--- src/pkg/sadm_pkg.sv ---
// Purpose: Shared constants, types and helpers for the system address map router.
// Assumes: 32-bit byte addresses and a 32-bit data path on the core side.
// Notes:   Window bounds are inclusive.

package sadm_pkg;

   // ****************************************
   // Address map
   // ****************************************
   localparam logic [31:0] CODE_LAST     = 32'h1FFFFFFF;
   localparam logic [31:0] FLASH_LAST    = 32'h0003FFFF;
   localparam logic [31:0] SRAMC_BASE    = 32'h1FFF8000;
   localparam logic [31:0] SRAM_BASE     = 32'h20000000;
   localparam logic [31:0] SRAM_LAST     = 32'h20007FFF;
   localparam logic [31:0] SRAM_RGN_LAST = 32'h3FFFFFFF;
   localparam logic [31:0] BB_AREA_LAST  = 32'h200FFFFF;
   localparam logic [31:0] BB_ALIAS_BASE = 32'h22000000;
   localparam logic [31:0] BB_ALIAS_LAST = 32'h23FFFFFF;
   localparam logic [31:0] XM_BASE       = 32'h60000000;
   localparam logic [31:0] XM_LAST       = 32'h60FFFFFF;
   localparam logic [31:0] SYS_LO_LAST   = 32'hDFFFFFFF;
   localparam logic [31:0] PPB_BASE      = 32'hE0000000;
   localparam logic [31:0] PPB_LAST      = 32'hE00FFFFF;
   localparam int          BB_SHIFT      = 5;
   localparam int          XM_ADDR_W     = 24;
   localparam int          XM_BUS_CYCLES = 4;
   localparam logic [31:0] WORD_STEP     = 32'h00000004;

   // ****************************************
   // Peripheral windows
   // ****************************************
   localparam int          N_WIN   = 19;
   localparam logic [4:0]  WIN_CLK = 5'h00;
   localparam logic [4:0]  WIN_XMC = 5'h09;
   localparam logic [31:0] WIN_BASE [N_WIN] = '{
      32'h40004000, 32'h40004300, 32'h40004500, 32'h40004700, 32'h40004800,
      32'h40004900, 32'h40004E00, 32'h40004F00, 32'h40005000, 32'h40005400,
      32'h40005800, 32'h40006000, 32'h40006400, 32'h40007000, 32'h40008000,
      32'h4000A000, 32'h4000C000, 32'h40010000, 32'h48000000};
   localparam logic [31:0] WIN_LAST [N_WIN] = '{
      32'h400042FF, 32'h400043FF, 32'h400045FF, 32'h400047FF, 32'h400048FF,
      32'h400049FF, 32'h40004EFF, 32'h40004FFF, 32'h400051FF, 32'h400054FF,
      32'h40005FFF, 32'h400060FF, 32'h40006FFF, 32'h40007FFF, 32'h400087FF,
      32'h4000A400, 32'h4000C800, 32'h4001FFFF, 32'h48007FFF};

   // ****************************************
   // Types
   // ****************************************
   typedef enum logic [3:0] {
      T_NONE, T_FLASH, T_SRAM_CODE, T_SRAM, T_CLKCTL, T_PERIPH, T_XM_CTRL, T_XM_DATA, T_PPB
   } sadm_tgt_e;
   typedef enum logic [1:0] {BUS_INSTRUCTION_CODE_BUS, BUS_DATA_CODE_BUS, BUS_SYS, BUS_PPB} sadm_bus_e;
   localparam logic [1:0] SZ_BYTE = 2'h0;
   localparam logic [1:0] SZ_HALF = 2'h1;

   // ****************************************
   // Helpers
   // ****************************************
   function automatic logic in_rng(input logic [31:0] a, lo, hi);
      return (a >= lo) && (a <= hi);
   endfunction

   function automatic logic [31:0] bb_word(input logic [31:0] a);
      logic [31:0] o;
      o = (a - BB_ALIAS_BASE) >> BB_SHIFT;
      return SRAM_BASE + {o[31:2], 2'h0};
   endfunction

   function automatic logic [3:0] sz_mask(input logic [1:0] sz);
      return (sz == SZ_BYTE) ? 4'h1 : (sz == SZ_HALF) ? 4'h3 : 4'hF;
   endfunction

endpackage

--- src/pkg/sadm_dec_if.sv ---
// Purpose: Carries an address to the decoder and its verdict back.
// Assumes: Purely combinational use within one clock.
// Notes:   None.
`timescale 1ns/100ps

interface sadm_dec_if;
   import sadm_pkg::*;
   logic [31:0] addr;
   logic        fetch;
   sadm_tgt_e   tgt;
   sadm_bus_e   bus;
   logic [4:0]  win;
   logic        claim;
   logic        bb;
   modport dec  (input addr, fetch, output tgt, bus, win, claim, bb);
   modport core (output addr, fetch, input tgt, bus, win, claim, bb);
endinterface

--- src/core/sadm_addr_decode.sv ---
// Purpose: Combinational address decode into target, bus and window.
// Assumes: Address is stable for the cycle in which it is sampled.
// Notes:   Fetch legality for external memory is finished by the router.
`timescale 1ns/100ps

module sadm_addr_decode (
   sadm_dec_if.dec d
);
   import sadm_pkg::*;

   logic [N_WIN-1:0] win_hit;
   logic [4:0]       win_idx;

   wire in_code   = d.addr <= CODE_LAST;
   wire flash_hit = d.addr <= FLASH_LAST;
   wire sramc_hit = in_code && (d.addr >= SRAMC_BASE);
   wire sram_hit  = in_rng(d.addr, SRAM_BASE, SRAM_LAST);
   wire bb_hit    = in_rng(d.addr, BB_ALIAS_BASE, BB_ALIAS_LAST) && (bb_word(d.addr) <= SRAM_LAST);
   wire xm_hit    = in_rng(d.addr, XM_BASE, XM_LAST);
   wire ppb_hit   = in_rng(d.addr, PPB_BASE, PPB_LAST);
   wire win_any   = |win_hit;
   wire fetch_rng = in_code || in_rng(d.addr, SRAM_BASE, SRAM_RGN_LAST) || xm_hit;

   for (genvar i = 0; i < N_WIN; i++) begin : g_win
      assign win_hit[i] = in_rng(d.addr, WIN_BASE[i], WIN_LAST[i]);
   end

   always_comb begin
      win_idx = 5'h00;
      for (int i = N_WIN - 1; i >= 0; i--) begin
         if (win_hit[i]) begin
            win_idx = 5'(i);
         end
      end
   end

   assign d.win = win_idx;
   assign d.bb  = bb_hit;
   assign d.tgt = flash_hit ? T_FLASH :
                  sramc_hit ? T_SRAM_CODE :
                  (sram_hit || bb_hit) ? T_SRAM :
                  xm_hit ? T_XM_DATA :
                  ppb_hit ? T_PPB :
                  !win_any ? T_NONE :
                  (win_idx == WIN_CLK) ? T_CLKCTL :
                  (win_idx == WIN_XMC) ? T_XM_CTRL : T_PERIPH;
   assign d.bus = in_code ? (d.fetch ? BUS_INSTRUCTION_CODE_BUS : BUS_DATA_CODE_BUS) : ppb_hit ? BUS_PPB : BUS_SYS;
   assign d.claim = (d.tgt != T_NONE) && (!d.fetch || fetch_rng);
endmodule

--- src/core/sadm_router.sv ---
// Purpose: Routes core accesses by address to the memory and peripheral targets.
// Assumes: Requester holds its request until taken; targets answer with a done pulse.
// Notes:   One access is in flight at a time; bit-band writes hold the lock throughout.
`timescale 1ns/100ps

module sadm_router #(
   parameter int XM_CYCLES = sadm_pkg::XM_BUS_CYCLES
) (
   input  logic                core_clk,
   input  logic                clk_en,
   input  logic                rst,
   input  logic                req_valid,
   input  logic [31:0]         req_addr,
   input  logic                req_write,
   input  logic                req_fetch,
   input  logic [1:0]          req_size,
   input  logic [31:0]         req_wdata,
   input  logic                xm_width16,
   input  logic                xm_sync_en,
   input  logic                xm_async_en,
   input  logic                tgt_done,
   input  logic [31:0]         tgt_rdata,
   output logic                req_ready,
   output logic                rsp_valid,
   output logic                rsp_err,
   output logic [31:0]         rsp_rdata,
   output logic                tgt_valid,
   output sadm_pkg::sadm_bus_e tgt_bus,
   output sadm_pkg::sadm_tgt_e tgt_sel,
   output logic [4:0]          tgt_win,
   output logic [31:0]         tgt_addr,
   output logic                tgt_write,
   output logic                tgt_fetch,
   output logic [3:0]          tgt_be,
   output logic [31:0]         tgt_wdata,
   output logic                tgt_lock
);
   import sadm_pkg::*;

   localparam int CNT_W = $clog2(XM_CYCLES) + 1;

   typedef enum logic [1:0] {ST_IDLE, ST_BEAT, ST_BB_WR, ST_RESP} sadm_st_e;

   // ****************************************
   // Decode
   // ****************************************
   sadm_dec_if dec_if ();
   sadm_addr_decode u_dec (
      .d (dec_if)
   );
   assign dec_if.addr  = req_addr;
   assign dec_if.fetch = req_fetch;

   sadm_st_e    st_reg, st_next;
   logic        req_ready_reg, rsp_valid_reg, rsp_err_reg;
   logic [31:0] rsp_rdata_reg;
   logic        tgt_valid_reg, tgt_write_reg, tgt_fetch_reg, tgt_lock_reg;
   sadm_bus_e   tgt_bus_reg;
   sadm_tgt_e   tgt_sel_reg;
   logic [4:0]  tgt_win_reg;
   logic [31:0] tgt_addr_reg, tgt_wdata_reg, wd_hi_reg, rd_lo_reg;
   logic [3:0]  tgt_be_reg, be_hi_reg;
   logic        bb_reg, wr_reg, split_reg, beat_reg, bb_val_reg;
   logic [4:0]  bb_bit_reg;
   logic [1:0]  off_reg, sz_reg;
   logic [CNT_W-1:0] xm_cnt_reg;

   wire         xm_cfg_ok = xm_sync_en ^ xm_async_en;
   wire         is_xm     = dec_if.tgt == T_XM_DATA;
   wire         fetch_ok  = !req_fetch || !is_xm || xm_width16;
   wire         dec_err   = !dec_if.claim || (is_xm && (!xm_cfg_ok || !fetch_ok));
   wire         req_take  = clk_en && req_valid && req_ready_reg;
   wire         take_ok   = req_take && !dec_err;
   wire         take_err  = req_take && dec_err;
   wire         new_bb    = dec_if.bb;
   wire [7:0]   lanes     = 8'({4'h0, sz_mask(req_size)} << req_addr[1:0]);
   wire [63:0]  wshift    = 64'({32'h0, req_wdata} << {req_addr[1:0], 3'h0});
   wire [31:0]  first_adr = new_bb ? bb_word(req_addr) : {req_addr[31:2], 2'h0};
   wire         xm_last   = xm_cnt_reg == CNT_W'(XM_CYCLES - 1);
   wire         beat_done = tgt_done && (tgt_sel_reg != T_XM_DATA || xm_last);
   wire         fin       = (st_reg == ST_BEAT) && beat_done;
   wire         more      = fin && split_reg && !beat_reg;
   wire         bb_wr_go  = fin && bb_reg && wr_reg;
   wire         bb_wr_fin = (st_reg == ST_BB_WR) && tgt_done;
   wire         done_ok   = (fin && !more && !bb_wr_go) || bb_wr_fin;
   wire [63:0]  rd_pair   = beat_reg ? {tgt_rdata, rd_lo_reg} : {32'h0, tgt_rdata};
   wire [31:0]  rd_shift  = 32'(rd_pair >> {off_reg, 3'h0});
   wire [31:0]  rd_mask   = {{8{sz_reg[1]}}, {8{sz_reg[1]}}, {8{sz_reg != SZ_BYTE}}, 8'hFF};
   wire         bb_cur    = 1'(tgt_rdata >> bb_bit_reg);
   wire [31:0]  bb_new    = (tgt_rdata & ~(32'h1 << bb_bit_reg)) |
                            (32'(bb_val_reg) << bb_bit_reg);
   wire [31:0]  rd_result = bb_reg ? {31'h0, bb_cur} : (rd_shift & rd_mask);

   // ****************************************
   // Sequencer
   // ****************************************
   always_comb begin
      unique case (st_reg)
         ST_IDLE:  st_next = take_err ? ST_RESP : (take_ok ? ST_BEAT : ST_IDLE);
         ST_BEAT:  st_next = more ? ST_BEAT : (bb_wr_go ? ST_BB_WR : (fin ? ST_RESP : ST_BEAT));
         ST_BB_WR: st_next = tgt_done ? ST_RESP : ST_BB_WR;
         ST_RESP:  st_next = ST_IDLE;
      endcase
   end

   always_ff @(posedge core_clk or posedge rst) begin
      if (rst) begin
         st_reg        <= ST_IDLE;
         req_ready_reg <= 1'b0;
         rsp_valid_reg <= 1'b0;
         tgt_valid_reg <= 1'b0;
      end else if (clk_en) begin
         st_reg        <= st_next;
         req_ready_reg <= st_next == ST_IDLE;
         rsp_valid_reg <= st_next == ST_RESP;
         tgt_valid_reg <= (st_next == ST_BEAT) || (st_next == ST_BB_WR);
      end
   end

   always_ff @(posedge core_clk or posedge rst) begin
      if (rst) begin
         xm_cnt_reg <= '0;
      end else if (clk_en) begin
         if (take_ok || more) begin
            xm_cnt_reg <= '0;
         end else if (st_reg == ST_BEAT && !xm_last) begin
            xm_cnt_reg <= xm_cnt_reg + CNT_W'(1);
         end
      end
   end

   // ****************************************
   // Request capture
   // ****************************************
   always_ff @(posedge core_clk or posedge rst) begin
      if (rst) begin
         tgt_bus_reg <= BUS_INSTRUCTION_CODE_BUS;
         tgt_sel_reg <= T_NONE;
         tgt_win_reg <= 5'h00;
         tgt_fetch_reg <= 1'b0;
         bb_reg <= 1'b0;
         wr_reg <= 1'b0;
         split_reg <= 1'b0;
         bb_val_reg <= 1'b0;
         bb_bit_reg <= 5'h00;
         off_reg <= 2'h0;
         sz_reg <= 2'h0;
         be_hi_reg <= 4'h0;
         wd_hi_reg <= 32'h0;
      end else if (clk_en && take_ok) begin
         tgt_bus_reg <= dec_if.bus;
         tgt_sel_reg <= dec_if.tgt;
         tgt_win_reg <= dec_if.win;
         tgt_fetch_reg <= req_fetch;
         bb_reg <= new_bb;
         wr_reg <= req_write;
         split_reg <= !new_bb && (lanes[7:4] != 4'h0);
         bb_val_reg <= req_wdata[0];
         bb_bit_reg <= req_addr[BB_SHIFT+1:2];
         off_reg <= new_bb ? 2'h0 : req_addr[1:0];
         sz_reg <= req_size;
         be_hi_reg <= lanes[7:4];
         wd_hi_reg <= wshift[63:32];
      end
   end

   // ****************************************
   // Target side beats
   // ****************************************
   always_ff @(posedge core_clk or posedge rst) begin
      if (rst) begin
         tgt_addr_reg <= 32'h0;
         tgt_be_reg <= 4'h0;
         tgt_wdata_reg <= 32'h0;
         tgt_write_reg <= 1'b0;
         tgt_lock_reg <= 1'b0;
         beat_reg <= 1'b0;
         rd_lo_reg <= 32'h0;
      end else if (clk_en) begin
         if (take_ok) begin
            tgt_addr_reg <= first_adr;
            tgt_be_reg <= new_bb ? 4'hF : lanes[3:0];
            tgt_wdata_reg <= wshift[31:0];
            tgt_write_reg <= req_write && !new_bb;
            tgt_lock_reg <= new_bb && req_write;
            beat_reg <= 1'b0;
         end else if (more) begin
            tgt_addr_reg <= tgt_addr_reg + WORD_STEP;
            tgt_be_reg <= be_hi_reg;
            tgt_wdata_reg <= wd_hi_reg;
            beat_reg <= 1'b1;
            rd_lo_reg <= tgt_rdata;
         end else if (bb_wr_go) begin
            tgt_write_reg <= 1'b1;
            tgt_wdata_reg <= bb_new;
            rd_lo_reg <= tgt_rdata;
         end else if (done_ok) begin
            tgt_lock_reg <= 1'b0;
            tgt_write_reg <= 1'b0;
         end
      end
   end

   always_ff @(posedge core_clk or posedge rst) begin
      if (rst) begin
         rsp_err_reg <= 1'b0;
         rsp_rdata_reg <= 32'h0;
      end else if (clk_en && (take_err || done_ok)) begin
         rsp_err_reg <= take_err;
         rsp_rdata_reg <= (take_err || wr_reg) ? 32'h0 : rd_result;
      end
   end

   assign req_ready = req_ready_reg;
   assign rsp_valid = rsp_valid_reg;
   assign rsp_err   = rsp_err_reg;
   assign rsp_rdata = rsp_rdata_reg;
   assign tgt_valid = tgt_valid_reg;
   assign tgt_bus   = tgt_bus_reg;
   assign tgt_sel   = tgt_sel_reg;
   assign tgt_win   = tgt_win_reg;
   assign tgt_addr  = tgt_addr_reg;
   assign tgt_write = tgt_write_reg;
   assign tgt_fetch = tgt_fetch_reg;
   assign tgt_be    = tgt_be_reg;
   assign tgt_wdata = tgt_wdata_reg;
   assign tgt_lock  = tgt_lock_reg;
endmodule

--- config.mk ---
export PLATFORM = sky130hd
export DESIGN_NAME = sadm_router
export DESIGN_NICKNAME = d
export VERILOG_FILES = /design/src/pkg/sadm_pkg.sv /design/src/pkg/sadm_dec_if.sv /design/src/core/sadm_addr_decode.sv /design/src/core/sadm_router.sv
export SDC_FILE = /design/constraint.sdc
export NUM_CORES = 1
export LEC_CHECK = 0
export ABC_CLOCK_PERIOD_IN_PS = 12400
export BUFFER_PORTS_ARGS = -buffer_cell sky130_fd_sc_hd__clkbuf_2
export CAP_MARGIN = 25
export CORE_ASPECT_RATIO = 1.1
export CORE_MARGIN = 5
export CORE_UTILIZATION = 50
export CTS_BUF_LIST = sky130_fd_sc_hd__clkbuf_4 sky130_fd_sc_hd__clkbuf_8
export DETAILED_ROUTE_END_ITERATION = 6
export GPL_ROUTABILITY_DRIVEN = 0
export PLACE_DENSITY = 0.78
export SLEW_MARGIN = 20
export SYNTH_ARGS = -nofsm -noshare
export SYNTH_HDL_FRONTEND = slang
export SYNTH_SLANG_ARGS = --single-unit
--- constraint.sdc ---
create_clock -name core_clk -period 12.4 [get_ports core_clk]
set_input_delay 1.24 -clock core_clk [delete_from_list [all_inputs] [get_ports core_clk]]
set_output_delay 1.24 -clock core_clk [all_outputs]
set_load 0.02 [all_outputs]
==> run summary, run 1 <==
status -> complete, no violations
Starting Density -> 50.9%
antenna diode count -> 0
GRT Overall Usage -> 27.9%
vias -> 12600
IO Count -> 226
router iterations before antenna repair -> 6
clock slew at reported path FFs -> 0.11 ns
fin crit period -> 5.30 ns
Worst setup SP type -> input port
vias per cell -> 6.34
Slew Viols, Final -> 0
dpl hpwl -> 29200 um
synthesized area per cell -> 8.68 um2
RSZ-0062 raised after global routing -> false
Area contributors post-synth -> dfrtp_1, mux2_2, nand2_1
CTS buffer count -> 17
largest area contributor in the netlist -> dfrtp_1
Synth Register Bits -> 194
reg2reg start -> xm_cnt_reg[0]
CP startpoint -> req_addr[23]
hold_buf cts -> 0
ys flop type -> dfrtp_1
GRT overflow -> 0
# nets final -> 1742
Final TNS setup -> 0 ns
Cells after Synth -> 1491
Max FO, Critical Path -> 93
reg2reg end -> tgt_addr[24]
final setup vio count -> 0
Async S/R FF share, synth -> 100%
Final Hold Viols -> 0
CTS Buffer Depth -> 2
synth cell count leaders -> nand2_1, dfrtp_1, nor2_1, a21oi_1, clkbuf_1
Netlist cell types -> 79
R2R setup slack -> 8.64 ns
Synth warnings -> 0
top-area cell type share of the netlist area -> 37.5%
Max Clock Skew -> 0.0221 ns
# resized after CTS -> 0
FMAX -> 189 MHz
core area -> 25400 um2
Root Buffer -> clkbuf_8
Synth-to-Final Area Change -> 12.4%
Static Leak -> 6.56 nW
Slew @ Worst Pin -> 0.973 ns
Skew-Pair Late Insertion Delay -> 0.49 ns
Worst Setup EP -> xm_cnt_reg[0]
Worst setup EP type -> flip-flop
register area share after synthesis -> 37.5%
layout cell share with drive strength beyond 1 -> 24.2%
total of max-cap violations -> 0
Rel. slew slack -> 35.1%
Post-synth EDFFs -> 0
most common cell in the netlist -> nand2_1
Sink Count -> 194
Crit Path Category -> input port to flip-flop
num rows -> 61
post-CTS setup buffers -> 0
final WL -> 41400 um
largest net degree at the start of global routing -> 122
IO Port Bufs -> 223
WP data arrival -> 5.69 ns
vias in the first global route -> 11900
Die H -> 179 um
Worst Path Required -> 12.79 ns
Hold Crit Class -> flip-flop to flip-flop
DIE AREA -> 29200 um2
Residual DRC -> 0
H-tree Lvls -> 4
Routed Antenna Nets -> 0
total power -> 2.73 mW
Horiz. Die Dim -> 163 um
CTS tree -> built
initial antenna violation count -> 0
first-pass GRT wire length -> 64800 um
pwr dens -> 188 nW/um2
DRT iter0 DRCs -> 1425
Max IR drop VDD -> 112 uV
post-DR wirelength/cell -> 20.9 um
fin crit share -> 42.7%
Syn Std Cell Area -> 12900 um2
R2R depth -> 13
[per-layer routing]
| metal | up-vias | wire length (um) | track usage (%) |
|---|---|---|---|
| li1 | 5728 | - | - |
| met1 | 6028 | 16900 | 38.6 |
| met2 | 699 | 19000 | 43.8 |
| met3 | 121 | 3960 | 4.87 |
| met4 | 0 | 1560 | 10.9 |
| met5 | - | 0 | 0 |
[power by group]
| part | switching [mW] | internal [mW] |
|---|---|---|
| logic | 0.741 | 0.461 |
| registers | 0.242 | 0.852 |
| clock network | 0.266 | 0.170 |
[final cells by class]
class / count / area (um2)
clock inverters: 15 / 166
repair buffers: 239 / 1250
multi-input cells: 1143 / 7480
clock buffers: 17 / 234
flip-flops and latches: 194 / 4860
fillers: 2312 / 10900
inverters: 29 / 116
well taps: 346 / 433
[worst min path at each step]
stage	start	endpoint	cells after the start
2_1_floorplan	wd_hi_reg[10]	wd_hi_reg[10]	2
3_3_place_gp	wd_hi_reg[9]	wd_hi_reg[9]	2
3_5_place_dp	wd_hi_reg[23]	wd_hi_reg[23]	2
4_1_cts	wd_hi_reg[23]	wd_hi_reg[23]	2
5_1_grt	wd_hi_reg[14]	wd_hi_reg[14]	2
6_report	wd_hi_reg[9]	wd_hi_reg[9]	2
[worst max-delay path, stage by stage]
cell and delay, ns:
clkbuf_2 0.12, or4_4 0.56, o21ai_0 0.25, and4_1 0.80, a211oi_1 0.16, a211oi_1 0.41, o41ai_4 0.15, a31oi_1 0.37
or3_4 0.39, buf_4 0.75, nand4_1 0.25, mux2i_1 0.21
[cells by family (layout without fill, tap and decap cells)]
group / after synthesis / in the layout / share of synthesized area (%)
XOR/XNOR: 4 / 4 / 0.271
other: 1 / 2 / 0.0290
buffers and inverters: 155 / 300 / 4.96
flip-flops: 194 / 194 / 37.5
AO/OA/AOI/OAI: 390 / 390 / 19.9
multiplexers: 169 / 169 / 15.5
AND/OR/NAND/NOR: 568 / 568 / 20.8
adder cells (fa/ha/maj): 10 / 10 / 0.967
[metrics by stage]
stage	setup WS (ns)	hold WS, ns	util, %	std cells	instance area [um2]
2_1_floorplan	5.88	0.439	-	1492	12900
3_3_place_gp	6.80	0.450	55.5	1949	14100
3_5_place_dp	6.71	0.456	55.6	1950	14100
4_1_cts	7.18	0.479	57.1	1982	14500
5_1_grt	6.73	0.499	57.2	1983	14500
6_report	7.10	0.483	57.2	1983	14500
[cell usage in the layout (no fill, tap or decap), types with 15 or more instances in the layout]
master and n:
o21ai_0 81, nand2_1 217, inv_1 27, nor2_1 127
a311oi_1 15, clkbuf_8 17, a22oi_1 25, nor3_1 34
nor4_1 16, nand3_1 61, a211oi_1 39, nand4_1 17
a21oi_1 115, clkbuf_2 223, mux4_2 18, dfrtp_1 193
mux2_2 73, mux2i_1 77
Power figures use the tool's default switching activity.
==> inputs of run 2 (changes only) <==
ABC_CLOCK_PERIOD_IN_PS = 5330   (was 12400)
clock period = 5.33 ns   (was 12.4 ns; I/O delays follow)
==> run summary, run 2 (synthesis gave the netlist of run 1 again) <==
initial antenna violation count -> 0 (unchanged)
CTS Buffer Depth -> 2 (unchanged)
Placement Setup Slack -> 0.490 ns (was 6.71 ns)
total power -> 6.31 mW (was 2.73 mW)
Worst Path Required -> 5.74 ns (was 12.79 ns)
Static Leak -> 6.58 nW (was 6.56 nW)
Hold Crit Class -> input port to async pin (was flip-flop to flip-flop)
reg2reg start -> xm_cnt_reg[0] (unchanged)
status -> complete, no violations (unchanged)
multi-input logic area -> 7480 um2 (unchanged)
router iterations before antenna repair -> 6 (unchanged)
Slew @ Worst Pin -> 1.13 ns (was 0.973 ns)
Routed Antenna Nets -> 0 (unchanged)
hold_ws -> 0.134 ns (was 0.483 ns)
most common cell after layout, fill and taps aside -> clkbuf_2 (unchanged)
fin crit share -> 86.5%
Worst setup EP type -> flip-flop (unchanged)
hold_buf cts -> 0 (unchanged)
crit-path max cell delay -> 0.79 ns (was 0.80 ns)
Residual DRC -> 0 (unchanged)
first-pass GRT wire length -> 65900 um (was 64800 um)
vias -> 12800 (was 12600)
DIE AREA -> 29200 um2 (unchanged)
vias per cell -> 6.42 (was 6.34)
layout cell share with drive strength beyond 1 -> 24.5% (was 24.2%)
post-place instance area -> 14200 um2 (was 14100 um2)
Sink Count -> 194 (unchanged)
Final TNS setup -> 0 ns (unchanged)
RSZ-0062 raised after global routing -> false (unchanged)
WP data arrival -> 5.02 ns (was 5.69 ns)
Max IR drop VDD -> 257 uV (was 112 uV)
core area -> 25400 um2 (unchanged)
Root Buffer -> clkbuf_8 (unchanged)
Starting Density -> 50.9% (unchanged)
Synth-to-Final Area Change -> 12.8% (was 12.4%)
# resized after CTS -> 0 (unchanged)
Die H -> 179 um (unchanged)
fin crit period -> 4.61 ns
Post-Layout Inst Area -> 14600 um2 (was 14500 um2)
crit-path leading delay family -> simple AND/OR/NAND/NOR gates (unchanged)
post-CTS setup buffers -> 0 (unchanged)
largest net degree at the start of global routing -> 103 (was 122)
Max FO, Critical Path -> 27 (was 93)
vias in the first global route -> 12000 (was 11900)
fin worst setup slack -> 0.720 ns (was 7.10 ns)
Reg area -> 4860 um2 (unchanged)
IO Port Bufs -> 223 (unchanged)
Critical Path Stages -> 12 (unchanged)
R2R depth -> 12 (was 13)
num rows -> 61 (unchanged)
final setup vio count -> 0 (unchanged)
IO Count -> 226 (unchanged)
GRT overflow -> 0 (unchanged)
pwr dens -> 432 nW/um2 (was 188 nW/um2)
worst path cell trace -> clkbuf_2, nor4_1, nand4_1, a2111oi_0, a2111oi_0, o2111ai_2, o31ai_1, nor3_2, buf_4, buf_4, a211oi_1, a21oi_1 (was clkbuf_2, or4_4, o21ai_0, and4_1, a211oi_1, a211oi_1, o41ai_4, a31oi_1, or3_4, buf_4, nand4_1, mux2i_1)
CTS buffer count -> 17 (unchanged)
Slew Viols, Final -> 0 (unchanged)
Max Clock Skew -> 0.0241 ns (was 0.0221 ns)
FMAX -> 217 MHz
Worst setup SP type -> input port (unchanged)
Worst Setup EP -> tgt_wdata[17] (was xm_cnt_reg[0])
dpl hpwl -> 30000 um (was 29200 um)
GRT Overall Usage -> 28.2% (was 27.9%)
cell at the slowest stage of the critical path -> nor3_2 (was and4_1)
CP startpoint -> req_addr[16] (was req_addr[23])
# nets final -> 1748 (was 1742)
DRT iter0 DRCs -> 1426 (was 1425)
antenna diode count -> 0 (unchanged)
R2R setup slack -> 1.64 ns (was 8.64 ns)
clock slew at reported path FFs -> 0.11 ns (about the same)
Rel. slew slack -> 22.5% (was 35.1%)
final WL -> 41800 um (was 41400 um)
most frequent cells in the layout -> clkbuf_2, nand2_1, dfrtp_1 (unchanged)
Horiz. Die Dim -> 163 um (unchanged)
Crit Path Category -> input port to flip-flop (unchanged)
Final Hold Viols -> 0 (unchanged)
fill count -> 2302 (was 2312)
CTS tree -> built (unchanged)
WP buf/inv -> 3 (was 2)
H-tree Lvls -> 4 (unchanged)
Skew-Pair Late Insertion Delay -> 0.48 ns (was 0.49 ns)
reg2reg end -> tgt_addr[22] (was tgt_addr[24])
total of max-cap violations -> 0 (unchanged)
post-DR wirelength/cell -> 21.0 um (was 20.9 um)
[run 2: changes by cell type in the layout (fill, tap and decap cells not counted)]
cell,change
buf_6,-1
clkinv_8,+1
inv_6,-2
clkinv_2,+1
clkbuf_8,+1
clkbuf_4,+1
buf_12,+3
inv_8,-4
buf_4,+4
bufinv_16,-1
clkinv_4,+3
[run 2: layout make-up]
| type | count | area share, % |
|---|---|---|
| Clock buffer | 19 | 1.75 |
| Multi-Input combinational cell | 1143 | 51.3 |
| Tap cell | 346 | 2.97 |
| Sequential cell | 194 | 33.3 |
| Timing Repair Buffer | 245 | 9.12 |
| Clock inverter | 13 | 0.857 |
| Inverter | 29 | 0.772 |
[run 2: worst min path at each step]
stage	from	endpoint	slack, ns
finish	rst	rd_lo_reg[4]	0.13
global route	rst	rd_lo_reg[4]	0.16
CTS	rst	rd_lo_reg[4]	0.14
detailed placement	wd_hi_reg[11]	wd_hi_reg[11]	0.46
global placement	wd_hi_reg[14]	wd_hi_reg[14]	0.45
floorplan	wd_hi_reg[10]	wd_hi_reg[10]	0.44
[run 2: routing by layer]
metal  vias to the layer above  share of wire [%]  global-route usage (%)
met4                         0                3.6                    9.96
met1                      6148                 40                    39.7
met5                         -                  0                       0
met3                       130                 10                    4.99
li1                       5723                  -                       -
met2                       771                 46                    44.1
[run 2: report_power, final]
group / leakage (nW) / internal, mW / switching, mW
Clock: 0.193 / 0.359 / 0.595
Combinational: 3.85 / 1.07 / 1.71
Sequential: 2.54 / 1.98 / 0.594
[run 2: through the flow]
stage	std cells	utilization (%)
6_report	1989	57.4
3_5_place_dp	1957	55.9
4_1_cts	1989	57.4
3_3_place_gp	1957	55.9
2_1_floorplan	1492	-
5_1_grt	1989	57.4
